`src/rtl/sdram_cmd_map.svh`:
```
// Register offsets, field positions, reset values and timing counts
`ifndef SDRAM_CMD_MAP_SVH
`define SDRAM_CMD_MAP_SVH

`define CLK_PERIOD_NS 20
`define PRECHARGE_INTERVAL_NS 20
`define ACTIVATE_TO_COLUMN_INTERVAL_NS 20
`define ROW_CYCLE_INTERVAL_NS 70
`define WRITE_RECOVERY_NS 8
`define NS_TO_CYC(t) (((t) + `CLK_PERIOD_NS - 1) / `CLK_PERIOD_NS)
`define PRECHARGE_INTERVAL_CYC `NS_TO_CYC(`PRECHARGE_INTERVAL_NS)
`define ACTIVATE_TO_COLUMN_CYC `NS_TO_CYC(`ACTIVATE_TO_COLUMN_INTERVAL_NS)
`define ROW_CYCLE_INTERVAL_CYC `NS_TO_CYC(`ROW_CYCLE_INTERVAL_NS)
`define WRITE_RECOVERY_CYC `NS_TO_CYC(`WRITE_RECOVERY_NS)
`define MODE_SET_CYC 4'h2

`define MODE_LATENCY_LSB 4
`define MODE_TYPE_BIT 3
`define MODE_RESET 7'h20

`define REG_STATUS 8'h00
`define REG_MODE 8'h04
`define REG_TIMING 8'h08
`define REG_ILLEGAL_COUNT 8'h0C

`define ST_BANK0_LSB 0
`define ST_BANK1_LSB 4
`define ST_POWER_LSB 8
`define ST_BURST_ON_BIT 10
`define ST_BURST_BANK_BIT 11
`define ST_CKE_BIT 12

`define TIM_PRECHARGE_LSB 0
`define TIM_ACTIVATE_LSB 4
`define TIM_ROW_CYCLE_LSB 8
`define TIM_WRITE_RECOVERY_LSB 12
`define TIMING_RESET {4'(`WRITE_RECOVERY_CYC), 4'(`ROW_CYCLE_INTERVAL_CYC), \
    4'(`ACTIVATE_TO_COLUMN_CYC), 4'(`PRECHARGE_INTERVAL_CYC)}

`endif

```
`src/rtl/sdram_cmd_pkg.sv`:
```
// Types shared by the SDRAM command logic and its bench
package sdram_cmd_pkg;

    localparam int STORE_COL_BITS = 4;

    typedef enum logic [3:0] {
        B_IDLE = 4'h0,
        B_ACTIVATING = 4'h1,
        B_ACTIVE = 4'h2,
        B_READ = 4'h3,
        B_WRITE = 4'h4,
        B_READ_AP = 4'h5,
        B_WRITE_AP = 4'h6,
        B_WRITE_RECOVERY = 4'h7,
        B_PRECHARGING = 4'h8,
        B_REFRESH = 4'h9,
        B_MODE_ACCESS = 4'hA
    } bank_e;

    typedef enum logic [1:0] {
        P_NORMAL = 2'b00,
        P_POWER_DOWN = 2'b01,
        P_SELF_REFRESH = 2'b10
    } pwr_e;

    typedef enum logic [3:0] {
        C_DESELECT = 4'h0,
        C_NOP = 4'h1,
        C_BURST_STOP = 4'h2,
        C_READ = 4'h3,
        C_WRITE = 4'h4,
        C_ACTIVATE = 4'h5,
        C_PRECHARGE = 4'h6,
        C_REFRESH = 4'h7,
        C_MODE_SET = 4'h8
    } cmd_e;

    typedef struct packed {
        logic chip_select_n;
        logic row_strobe_n;
        logic column_strobe_n;
        logic write_strobe_n;
    } cmd_pins_s;

    typedef struct packed {
        bank_e st;
        logic [3:0] timer;
    } bank_s;

    typedef logic [7:0] byte_t;

    typedef struct packed {
        logic cke_q;
        pwr_e pwr;
        bank_s [1:0] bank;
        logic [6:0] mode;
        logic burst_on;
        logic burst_wr;
        logic burst_ap;
        logic burst_bank;
        logic [8:0] burst_start;
        logic [8:0] burst_idx;
        logic [8:0] burst_left;
        logic [2:0] rd_valid;
        byte_t [2:0] rd_data;
        logic dqm1;
        logic dqm2;
        byte_t dq_o;
        logic dq_oe;
        logic illegal;
        logic [15:0] illegal_cnt;
        logic [15:0] timing;
        logic ack;
        logic [31:0] wb_dat;
        byte_t [1:0][(1 << STORE_COL_BITS) - 1:0] mem;
    } state_s;

endpackage : sdram_cmd_pkg

```
`src/rtl/sdram_cmd_state.sv`:
```
// Command decoder, bank state machines and data path of the SDRAM device
//
// Local design decisions: the Wishbone register port and the address map.
`timescale 1ns/1ns
`default_nettype none
`include "sdram_cmd_map.svh"
module sdram_cmd_state (
    // Clock and reset
    input wire logic CLK,
    input wire logic SRST,
    // Command pins
    input wire logic CKE,
    input wire sdram_cmd_pkg::cmd_pins_s CMD,
    input wire logic [9:0] ADDR,
    input wire logic AUTO_PRECHARGE_BIT,
    input wire logic BANK_SELECT_BIT,
    input wire logic BYTE_MASK,
    // Data pins
    input wire logic [7:0] DQ_I,
    output logic [7:0] DQ_O,
    output logic DQ_OE,
    // Status
    output logic ILLEGAL_CMD,
    // Wishbone slave
    input wire logic WB_CYC_I,
    input wire logic WB_STB_I,
    input wire logic WB_WE_I,
    input wire logic [3:0] WB_SEL_I,
    input wire logic [7:0] WB_ADR_I,
    input wire logic [31:0] WB_DAT_I,
    output logic [31:0] WB_DAT_O,
    output logic WB_ACK_O
);
    import sdram_cmd_pkg::*;

    state_s s_q;
    state_s s_d;
    cmd_e cmd;
    logic ba;
    logic legal;
    logic all_idle;
    logic issue;
    byte_t issue_data;
    logic [1:0] hit;
    logic [8:0] mask;
    logic [8:0] col;
    logic [1:0] cl_idx;
    logic [3:0] rp;
    logic [3:0] rcd;
    logic [3:0] rc;
    logic [3:0] wr;
    logic wb_req;
    logic cnt_clear;

    function automatic cmd_e decode(input cmd_pins_s p);
        cmd_e c;
        c = C_NOP;
        if (p.chip_select_n) begin
            c = C_DESELECT;
        end else begin
            case ({p.row_strobe_n, p.column_strobe_n, p.write_strobe_n})
                3'b111: c = C_NOP;
                3'b110: c = C_BURST_STOP;
                3'b101: c = C_READ;
                3'b100: c = C_WRITE;
                3'b011: c = C_ACTIVATE;
                3'b010: c = C_PRECHARGE;
                3'b001: c = C_REFRESH;
                3'b000: c = C_MODE_SET;
                default: c = C_NOP;
            endcase
        end
        return c;
    endfunction : decode

    function automatic bank_s enter(input bank_e st, input logic [3:0] n);
        bank_s b;
        b.st = st;
        b.timer = n;
        return b;
    endfunction : enter

    // Burst length minus one; reserved codes fall back to single words
    function automatic logic [8:0] bl_mask(input logic [6:0] m);
        logic [8:0] r;
        case (m[2:0])
            3'h1: r = 9'h001;
            3'h2: r = 9'h003;
            3'h3: r = 9'h007;
            3'h7: r = m[`MODE_TYPE_BIT] ? 9'h000 : 9'h1FF;
            default: r = 9'h000;
        endcase
        return r;
    endfunction : bl_mask

    function automatic logic [8:0] burst_addr(input logic [8:0] start,
            input logic [8:0] idx, input logic [8:0] m, input logic inter);
        logic [8:0] lo;
        lo = inter ? (start ^ idx) : 9'(start + idx);
        return (start & ~m) | (lo & m);
    endfunction : burst_addr

    function automatic bank_s finish(input logic w, input logic ap,
            input logic [3:0] n_wr, input logic [3:0] n_rp);
        bank_s b;
        if (!ap) begin
            b = enter(B_ACTIVE, 4'h0);
        end else if (w) begin
            b = enter(B_WRITE_RECOVERY, n_wr);
        end else begin
            b = enter(B_PRECHARGING, n_rp);
        end
        return b;
    endfunction : finish

    assign cmd = decode(CMD);
    assign DQ_O = s_q.dq_o;
    assign DQ_OE = s_q.dq_oe;
    assign ILLEGAL_CMD = s_q.illegal;
    assign WB_DAT_O = s_q.wb_dat;
    assign WB_ACK_O = s_q.ack;

    always_comb begin
        s_d = s_q;
        s_d.illegal = 1'b0;
        s_d.cke_q = CKE;
        legal = 1'b1;
        issue = 1'b0;
        issue_data = 8'h00;
        hit = 2'b00;
        col = 9'h000;
        ba = BANK_SELECT_BIT;
        mask = bl_mask(s_q.mode);
        rp = s_q.timing[`TIM_PRECHARGE_LSB +: 4];
        rcd = s_q.timing[`TIM_ACTIVATE_LSB +: 4];
        rc = s_q.timing[`TIM_ROW_CYCLE_LSB +: 4];
        wr = s_q.timing[`TIM_WRITE_RECOVERY_LSB +: 4];
        case (s_q.mode[`MODE_LATENCY_LSB +: 3])
            3'h1: cl_idx = 2'd0;
            3'h2: cl_idx = 2'd1;
            default: cl_idx = 2'd2;
        endcase
        all_idle = (s_q.bank[0].st == B_IDLE) && (s_q.bank[1].st == B_IDLE);
        case (s_q.pwr)
            P_POWER_DOWN, P_SELF_REFRESH: begin
                // Held while the gate stays low; a rise leaves for idle
                if (CKE) begin
                    s_d.pwr = P_NORMAL;
                    legal = (cmd == C_NOP) || (cmd == C_DESELECT);
                end
            end
            default: begin
                if (!s_q.cke_q) begin
                    // Suspended cycle: bank, burst and data state hold; cke_q, the illegal flag and the Wishbone side still update
                    s_d.cke_q = CKE;
                end else if (!CKE && all_idle && !s_q.burst_on) begin
                    // Output pipe is dropped so the bus is free while asleep
                    s_d.rd_valid = 3'b000;
                    s_d.dq_oe = 1'b0;
                    if (cmd == C_NOP || cmd == C_DESELECT) begin
                        s_d.pwr = P_POWER_DOWN;
                    end else if (cmd == C_REFRESH) begin
                        s_d.pwr = P_SELF_REFRESH;
                    end else begin
                        legal = 1'b0;
                    end
                end else begin
                    // Timed bank states run down first
                    for (int i = 0; i < 2; i++) begin
                        if (s_q.bank[i].timer <= 4'h1) begin
                            case (s_q.bank[i].st)
                                B_ACTIVATING: s_d.bank[i] = enter(B_ACTIVE, 4'h0);
                                B_WRITE_RECOVERY:
                                    s_d.bank[i] = enter(B_PRECHARGING, rp);
                                B_PRECHARGING, B_REFRESH, B_MODE_ACCESS:
                                    s_d.bank[i] = enter(B_IDLE, 4'h0);
                                default: s_d.bank[i].timer = 4'h0;
                            endcase
                        end else begin
                            s_d.bank[i].timer = s_q.bank[i].timer - 4'h1;
                        end
                    end
                    case (cmd)
                        C_ACTIVATE: begin
                            if (s_d.bank[ba].st == B_IDLE) begin
                                s_d.bank[ba] = enter(B_ACTIVATING, rcd);
                            end else begin
                                legal = 1'b0;
                            end
                        end
                        C_READ, C_WRITE: begin
                            if (s_d.bank[ba].st inside {B_ACTIVE, B_READ,
                                    B_WRITE}) begin
                                if (s_q.burst_on) begin
                                    s_d.bank[s_q.burst_bank] = finish(
                                        s_q.burst_wr, s_q.burst_ap, wr, rp);
                                end
                                if (AUTO_PRECHARGE_BIT) begin
                                    s_d.bank[ba] = enter((cmd == C_WRITE) ?
                                        B_WRITE_AP : B_READ_AP, 4'h0);
                                end else begin
                                    s_d.bank[ba] = enter((cmd == C_WRITE) ?
                                        B_WRITE : B_READ, 4'h0);
                                end
                                s_d.burst_on = 1'b1;
                                s_d.burst_wr = (cmd == C_WRITE);
                                s_d.burst_ap = AUTO_PRECHARGE_BIT;
                                s_d.burst_bank = ba;
                                s_d.burst_start = ADDR[8:0];
                                s_d.burst_idx = 9'h000;
                                s_d.burst_left = mask;
                            end else begin
                                legal = 1'b0;
                            end
                        end
                        C_BURST_STOP: begin
                            if (s_q.burst_on && s_q.burst_ap) begin
                                legal = 1'b0;
                            end else if (s_q.burst_on) begin
                                s_d.burst_on = 1'b0;
                                s_d.bank[s_q.burst_bank] = enter(B_ACTIVE, 4'h0);
                            end
                        end
                        C_PRECHARGE: begin
                            hit = AUTO_PRECHARGE_BIT ? 2'b11 :
                                (ba ? 2'b10 : 2'b01);
                            for (int i = 0; i < 2; i++) begin
                                if (hit[i] && !(s_d.bank[i].st inside {B_IDLE,
                                        B_PRECHARGING, B_ACTIVE, B_READ,
                                        B_WRITE})) begin
                                    legal = 1'b0;
                                end
                            end
                            if (legal) begin
                                for (int i = 0; i < 2; i++) begin
                                    if (hit[i] && s_d.bank[i].st inside
                                            {B_ACTIVE, B_READ, B_WRITE}) begin
                                        s_d.bank[i] = enter(B_PRECHARGING, rp);
                                    end
                                end
                                // Words already in the read pipe still leave
                                if (s_q.burst_on && hit[s_q.burst_bank]) begin
                                    s_d.burst_on = 1'b0;
                                end
                            end
                        end
                        C_REFRESH: begin
                            if (s_d.bank[0].st == B_IDLE &&
                                    s_d.bank[1].st == B_IDLE) begin
                                s_d.bank[0] = enter(B_REFRESH, rc);
                                s_d.bank[1] = enter(B_REFRESH, rc);
                            end else begin
                                legal = 1'b0;
                            end
                        end
                        C_MODE_SET: begin
                            if (s_d.bank[0].st == B_IDLE &&
                                    s_d.bank[1].st == B_IDLE &&
                                    !BANK_SELECT_BIT) begin
                                s_d.mode = ADDR[6:0];
                                s_d.bank[0] = enter(B_MODE_ACCESS, `MODE_SET_CYC);
                                s_d.bank[1] = enter(B_MODE_ACCESS, `MODE_SET_CYC);
                            end else begin
                                legal = 1'b0;
                            end
                        end
                        default: begin
                            // No-op and deselect let any burst run on
                            legal = 1'b1;
                        end
                    endcase
                    // One word of the live burst per enabled cycle
                    if (s_d.burst_on) begin
                        col = burst_addr(s_d.burst_start, s_d.burst_idx,
                            mask, s_q.mode[`MODE_TYPE_BIT]);
                        if (s_d.burst_wr) begin
                            if (!BYTE_MASK) begin
                                s_d.mem[s_d.burst_bank][col[STORE_COL_BITS - 1:0]]
                                    = DQ_I;
                            end
                        end else begin
                            issue = 1'b1;
                            issue_data = s_q.mem[s_d.burst_bank]
                                [col[STORE_COL_BITS - 1:0]];
                        end
                        if (s_d.burst_left == 9'h000) begin
                            s_d.burst_on = 1'b0;
                            s_d.bank[s_d.burst_bank] = finish(s_d.burst_wr,
                                s_d.burst_ap, wr, rp);
                        end else begin
                            s_d.burst_idx = s_d.burst_idx + 9'h001;
                            s_d.burst_left = s_d.burst_left - 9'h001;
                        end
                    end
                    // Read latency pipe; the mask lags two edges
                    s_d.rd_valid = {s_q.rd_valid[1:0], issue};
                    s_d.rd_data = {s_q.rd_data[1:0], issue_data};
                    s_d.dqm1 = BYTE_MASK;
                    s_d.dqm2 = s_q.dqm1;
                    s_d.dq_o = s_d.rd_data[cl_idx];
                    s_d.dq_oe = s_d.rd_valid[cl_idx] && !s_d.dqm2;
                end
            end
        endcase
        s_d.illegal = !legal;
        // Wishbone slave: one wait state, ack for one cycle
        wb_req = WB_CYC_I && WB_STB_I;
        s_d.ack = wb_req && !s_q.ack;
        cnt_clear = 1'b0;
        if (wb_req && !s_q.ack) begin
            s_d.wb_dat = 32'h0000_0000;
            case (WB_ADR_I)
                `REG_STATUS: begin
                    s_d.wb_dat[`ST_BANK0_LSB +: 4] = s_q.bank[0].st;
                    s_d.wb_dat[`ST_BANK1_LSB +: 4] = s_q.bank[1].st;
                    s_d.wb_dat[`ST_POWER_LSB +: 2] = s_q.pwr;
                    s_d.wb_dat[`ST_BURST_ON_BIT] = s_q.burst_on;
                    s_d.wb_dat[`ST_BURST_BANK_BIT] = s_q.burst_bank;
                    s_d.wb_dat[`ST_CKE_BIT] = s_q.cke_q;
                end
                `REG_MODE: s_d.wb_dat[6:0] = s_q.mode;
                `REG_TIMING: s_d.wb_dat[15:0] = s_q.timing;
                `REG_ILLEGAL_COUNT: s_d.wb_dat[15:0] = s_q.illegal_cnt;
                default: s_d.wb_dat = 32'h0000_0000;
            endcase
        end
        if (wb_req && s_q.ack && WB_WE_I) begin
            if (WB_ADR_I == `REG_TIMING) begin
                if (WB_SEL_I[0]) begin
                    s_d.timing[7:0] = WB_DAT_I[7:0];
                end
                if (WB_SEL_I[1]) begin
                    s_d.timing[15:8] = WB_DAT_I[15:8];
                end
            end
            cnt_clear = (WB_ADR_I == `REG_ILLEGAL_COUNT);
        end
        // A new illegal command outweighs a clear in the same cycle
        s_d.illegal_cnt = (cnt_clear ? 16'h0000 : s_q.illegal_cnt)
            + {15'h0000, s_d.illegal};
    end

    always_ff @(posedge CLK) begin
        if (SRST) begin
            s_q <= '0;
            s_q.mode <= `MODE_RESET;
            s_q.timing <= `TIMING_RESET;
        end else begin
            s_q <= s_d;
        end
    end

endmodule : sdram_cmd_state
`default_nettype wire

```
`config.mk`:
```
export PLATFORM = sky130hd
export DESIGN_NAME = sdram_cmd_state
export DESIGN_NICKNAME = d
export VERILOG_FILES = /design/src/rtl/sdram_cmd_pkg.sv /design/src/rtl/sdram_cmd_state.sv
export VERILOG_INCLUDE_DIRS = /design/src /design/src/rtl
export SDC_FILE = /design/constraint.sdc
export NUM_CORES = 1
export LEC_CHECK = 0
export ABC_AREA = 1
export BUFFER_PORTS_ARGS = -buffer_cell sky130_fd_sc_hd__buf_4
export CORE_UTILIZATION = 44
export CTS_BUF_LIST = sky130_fd_sc_hd__clkbuf_16
export CTS_CLUSTER_DIAMETER = 30
export DETAILED_ROUTE_END_ITERATION = 10
export PLACE_DENSITY = 0.59
export SYNTH_ARGS = -nofsm -noshare
export SYNTH_HDL_FRONTEND = slang
export SYNTH_SLANG_ARGS = --single-unit
```
`constraint.sdc`:
```
create_clock -name CLK -period 4.93 [get_ports CLK]
set_clock_uncertainty 0.15 [all_clocks]
set_input_delay 0.493 -clock CLK [delete_from_list [all_inputs] [get_ports CLK]]
set_output_delay 0.493 -clock CLK [all_outputs]
set_load 0.02 [all_outputs]
```
==> run metrics <==
critical path class=register to register; crit path DAT=5.01 ns; largest net degree at the start of global routing=160; crit share post-route=94.5%; core box area=47900 sq um; Critical-path top delay cell=dfxtp_1; CP max FO=18; area of the mapped netlist=21500 sq um; FP Rows=80; Clock Tree Buf Depth=3; DR WL/cell=17.6 um; multi-input logic area=11500 sq um; Max transition margin=24.3%; PD cells=391 nW/um^2; Root Buffer Master=clkbuf_16; Final Hold Vio Count=0; Skew-Pair Late Insertion Delay=0.64 ns; Initial Utilization=44.8%; Synth async-reset ratio=0%; IO Pins=118; final setup fails=0; crit start category=register; Tightest Pin Transition=1.14 ns; crit path time final=4.66 ns; CP Data Required Time=5.27 ns; fin area=26100 sq um; 1st-pass router iterations=6; via/cell ratio=5.37; Final Util=54.4%; GRT overflow=0; Vias=22200; Area growth, synth to finish=21.6%; # diodes=0; final WL=72700 um; placed instance area=22400 sq um; RSZ-0062 raised after global routing=yes; Max Cap Violations=0; synthesis warning total=0; Pleak=11.8 nW; DP Wirelength=47700 um; Die Area=49700 sq um; final antenna-violating net count=0; run status=finished, final reports clean; fmax=0.215 GHz; Synth Instances=3385; number of buffers created by CTS=98; initial antenna violation count=0; 1st-iter DRT viols=1811; met3 wire len=4050 um; DRC=0; #FFs+latches synth=381; Setup TNS Final=0 ns; vias in the first global route=20800; Met1 Routed Length=31100 um; number of flops mapped to enable cells by yosys=0; top routing layer in use=met4; chip width=223 um; Post-Syn Area per Cell=6.34 sq um; most common flop cell mapped by yosys=dfxtp_1; total track usage=28.6%; Worst-path clk slew=0.04 ns; CTS tree=yes; H-Tree Level Count=3; # fillers=4758; most used cell, CP=nand2_1; layout cell share with drive strength beyond 1=12.2%; Worst setup EP type=register; Final nets=3533; Hold/Removal Path Class=primary input to register; sequential element share of the synthesized area=35.5%; RD Place Congestion=0.960; global-route wire length before repair=113000 um; worst vdd ir=0.302 mV; Port Buffer Count=80; Register Area=7630 sq um; Unique masters post-synth=65; Met2 Wirelength=34900 um; slowest stage delay, CP=0.34 ns; Slew Limit Fails=0; Die Y=223 um; clock sinks=381
final timing paths:
path	cells after the start	start	slack [ns]	endpoint
hold reg to reg	1	s_q[310]	0.30	s_q[310]
setup reg to reg	29	s_q[398]	0.27	DQ_O[7]
hold / removal	3	ADDR[1]	0.03	s_q[392]
setup / recovery	29	s_q[398]	0.27	DQ_O[7]
per-stage QoR:
| step | worst slack [ns] | cells | power, mW | hold slack (ns) |
|---|---|---|---|---|
| 3_5_place_dp | 0.0852 | 3939 | 3.91 | 0.289 |
| 5_1_grt | -0.0322 | 4137 | 10.5 | 0.0110 |
| 2_1_floorplan | 0.460 | 3400 | 3.67 | 0.266 |
| 6_report | 0.269 | 4137 | 10.2 | 0.0291 |
| 3_3_place_gp | 0.171 | 3939 | 3.91 | 0.278 |
| 4_1_cts | 0.0429 | 4128 | 10.2 | 0.000446 |
critical path: cells and delay by family (launching register included):
| kind | cells | cell delay (ns) |
|---|---|---|
| buf+inv | 4 | 0.62 |
| flops | 1 | 0.34 |
| fa+ha+maj | 3 | 0.76 |
| compound gates | 2 | 0.23 |
| simple gates | 20 | 2.43 |
layer usage:
layer / track usage, % / vias up
met4: 11.5 / 0
li1: - / 11000
met3: 4.33 / 165
met2: 48.2 / 691
met1: 36.5 / 10400
met5: 0 / -
cell families (layout without fill, tap and decap cells):
logic type | count (synthesis) | in the layout | synth area share [%]
mux | 1 | 1 | 0.0524
xor+xnor | 9 | 9 | 0.367
buf+inv | 629 | 750 | 12.2
fa+ha+maj | 13 | 13 | 0.758
compound gates | 713 | 713 | 18.2
other cells | 1 | 16 | 0.0175
flops | 381 | 381 | 35.5
simple gates | 1638 | 1639 | 32.9
cells in the mapped netlist (4+ instances only):
master	n	area share, %
a211oi_1	13	0.45
a21oi_1	234	5.5
a21oi_2	14	0.57
a221oi_1	12	0.49
a31oi_1	8	0.23
buf_1	10	0.17
buf_2	47	1.1
buf_4	40	1.4
clkbuf_1	111	1.9
clkinv_1	4	0.070
dfxtp_1	381	36
ha_1	13	0.76
inv_1	387	6.8
inv_2	20	0.35
nand2_1	998	17
nand2_2	19	0.55
nand2_4	23	1.2
nand3_1	106	2.5
nand3_2	5	0.23
nand4_1	13	0.38
nor2_1	276	4.8
nor2_2	20	0.58
nor2_4	8	0.42
nor2_8	5	0.47
nor3_1	142	3.3
nor4_1	7	0.20
o2111ai_1	7	0.29
o211ai_1	15	0.52
o21ai_0	348	8.1
o21ai_1	7	0.16
o22ai_1	28	0.82
o31ai_1	6	0.21
xor2_1	8	0.33
power by group:
group	switching, mW	internal [mW]	total [mW]
Combinational	0.521	0.215	0.736
Clock	1.94	4.37	6.31
Sequential	0.0235	3.13	3.15
registers in the layout, summed over array words and instances (netlist names):
register,flops
ILLEGAL_CMD,1
rcd,4
DQ_O,8
DQ_OE,1
WB_ACK_O,1
rp,4
s_q,342
rc,4
WB_DAT_O,16
layout make-up:
class	instances	share of cell area [%]
Multi-Input combinational cell	2391	44.0
Sequential cell	381	29.2
Clock buffer	99	9.49
Inverter	418	6.09
Timing Repair Buffer	155	5.14
Clock inverter	78	3.12
Tap cell	615	2.95
timing repair:
action	CTS	global route
endpoints found under the setup margin	0	246
hold endpoints to repair	12	0
resized for setup	0	35
hold buffers	12	0
setup buffers	0	6
placed cells by master, fill, tap and decap left out, types with 9 or more instances in the layout:
| cell | n |
|---|---|
| bufinv_16 | 15 |
| o22ai_1 | 28 |
| o211ai_1 | 15 |
| clkinv_2 | 13 |
| nand2_4 | 28 |
| nor3_1 | 140 |
| clkbuf_16 | 101 |
| ha_1 | 12 |
| nor2_4 | 22 |
| dlygate4sd3_1 | 12 |
| o21ai_0 | 348 |
| buf_4 | 132 |
| a21oi_1 | 234 |
| buf_12 | 9 |
| clkinv_1 | 28 |
| nand2_1 | 993 |
| dfxtp_1 | 381 |
| nor2_1 | 272 |
| inv_1 | 404 |
| a21oi_2 | 14 |
| a211oi_1 | 13 |
| nand2_2 | 18 |
| nand3_1 | 104 |
| nand4_1 | 13 |
| conb_1 | 16 |
| inv_2 | 20 |
| nor2_2 | 10 |
| a221oi_1 | 12 |
No activity file was read; power rests on OpenSTA's default activity.
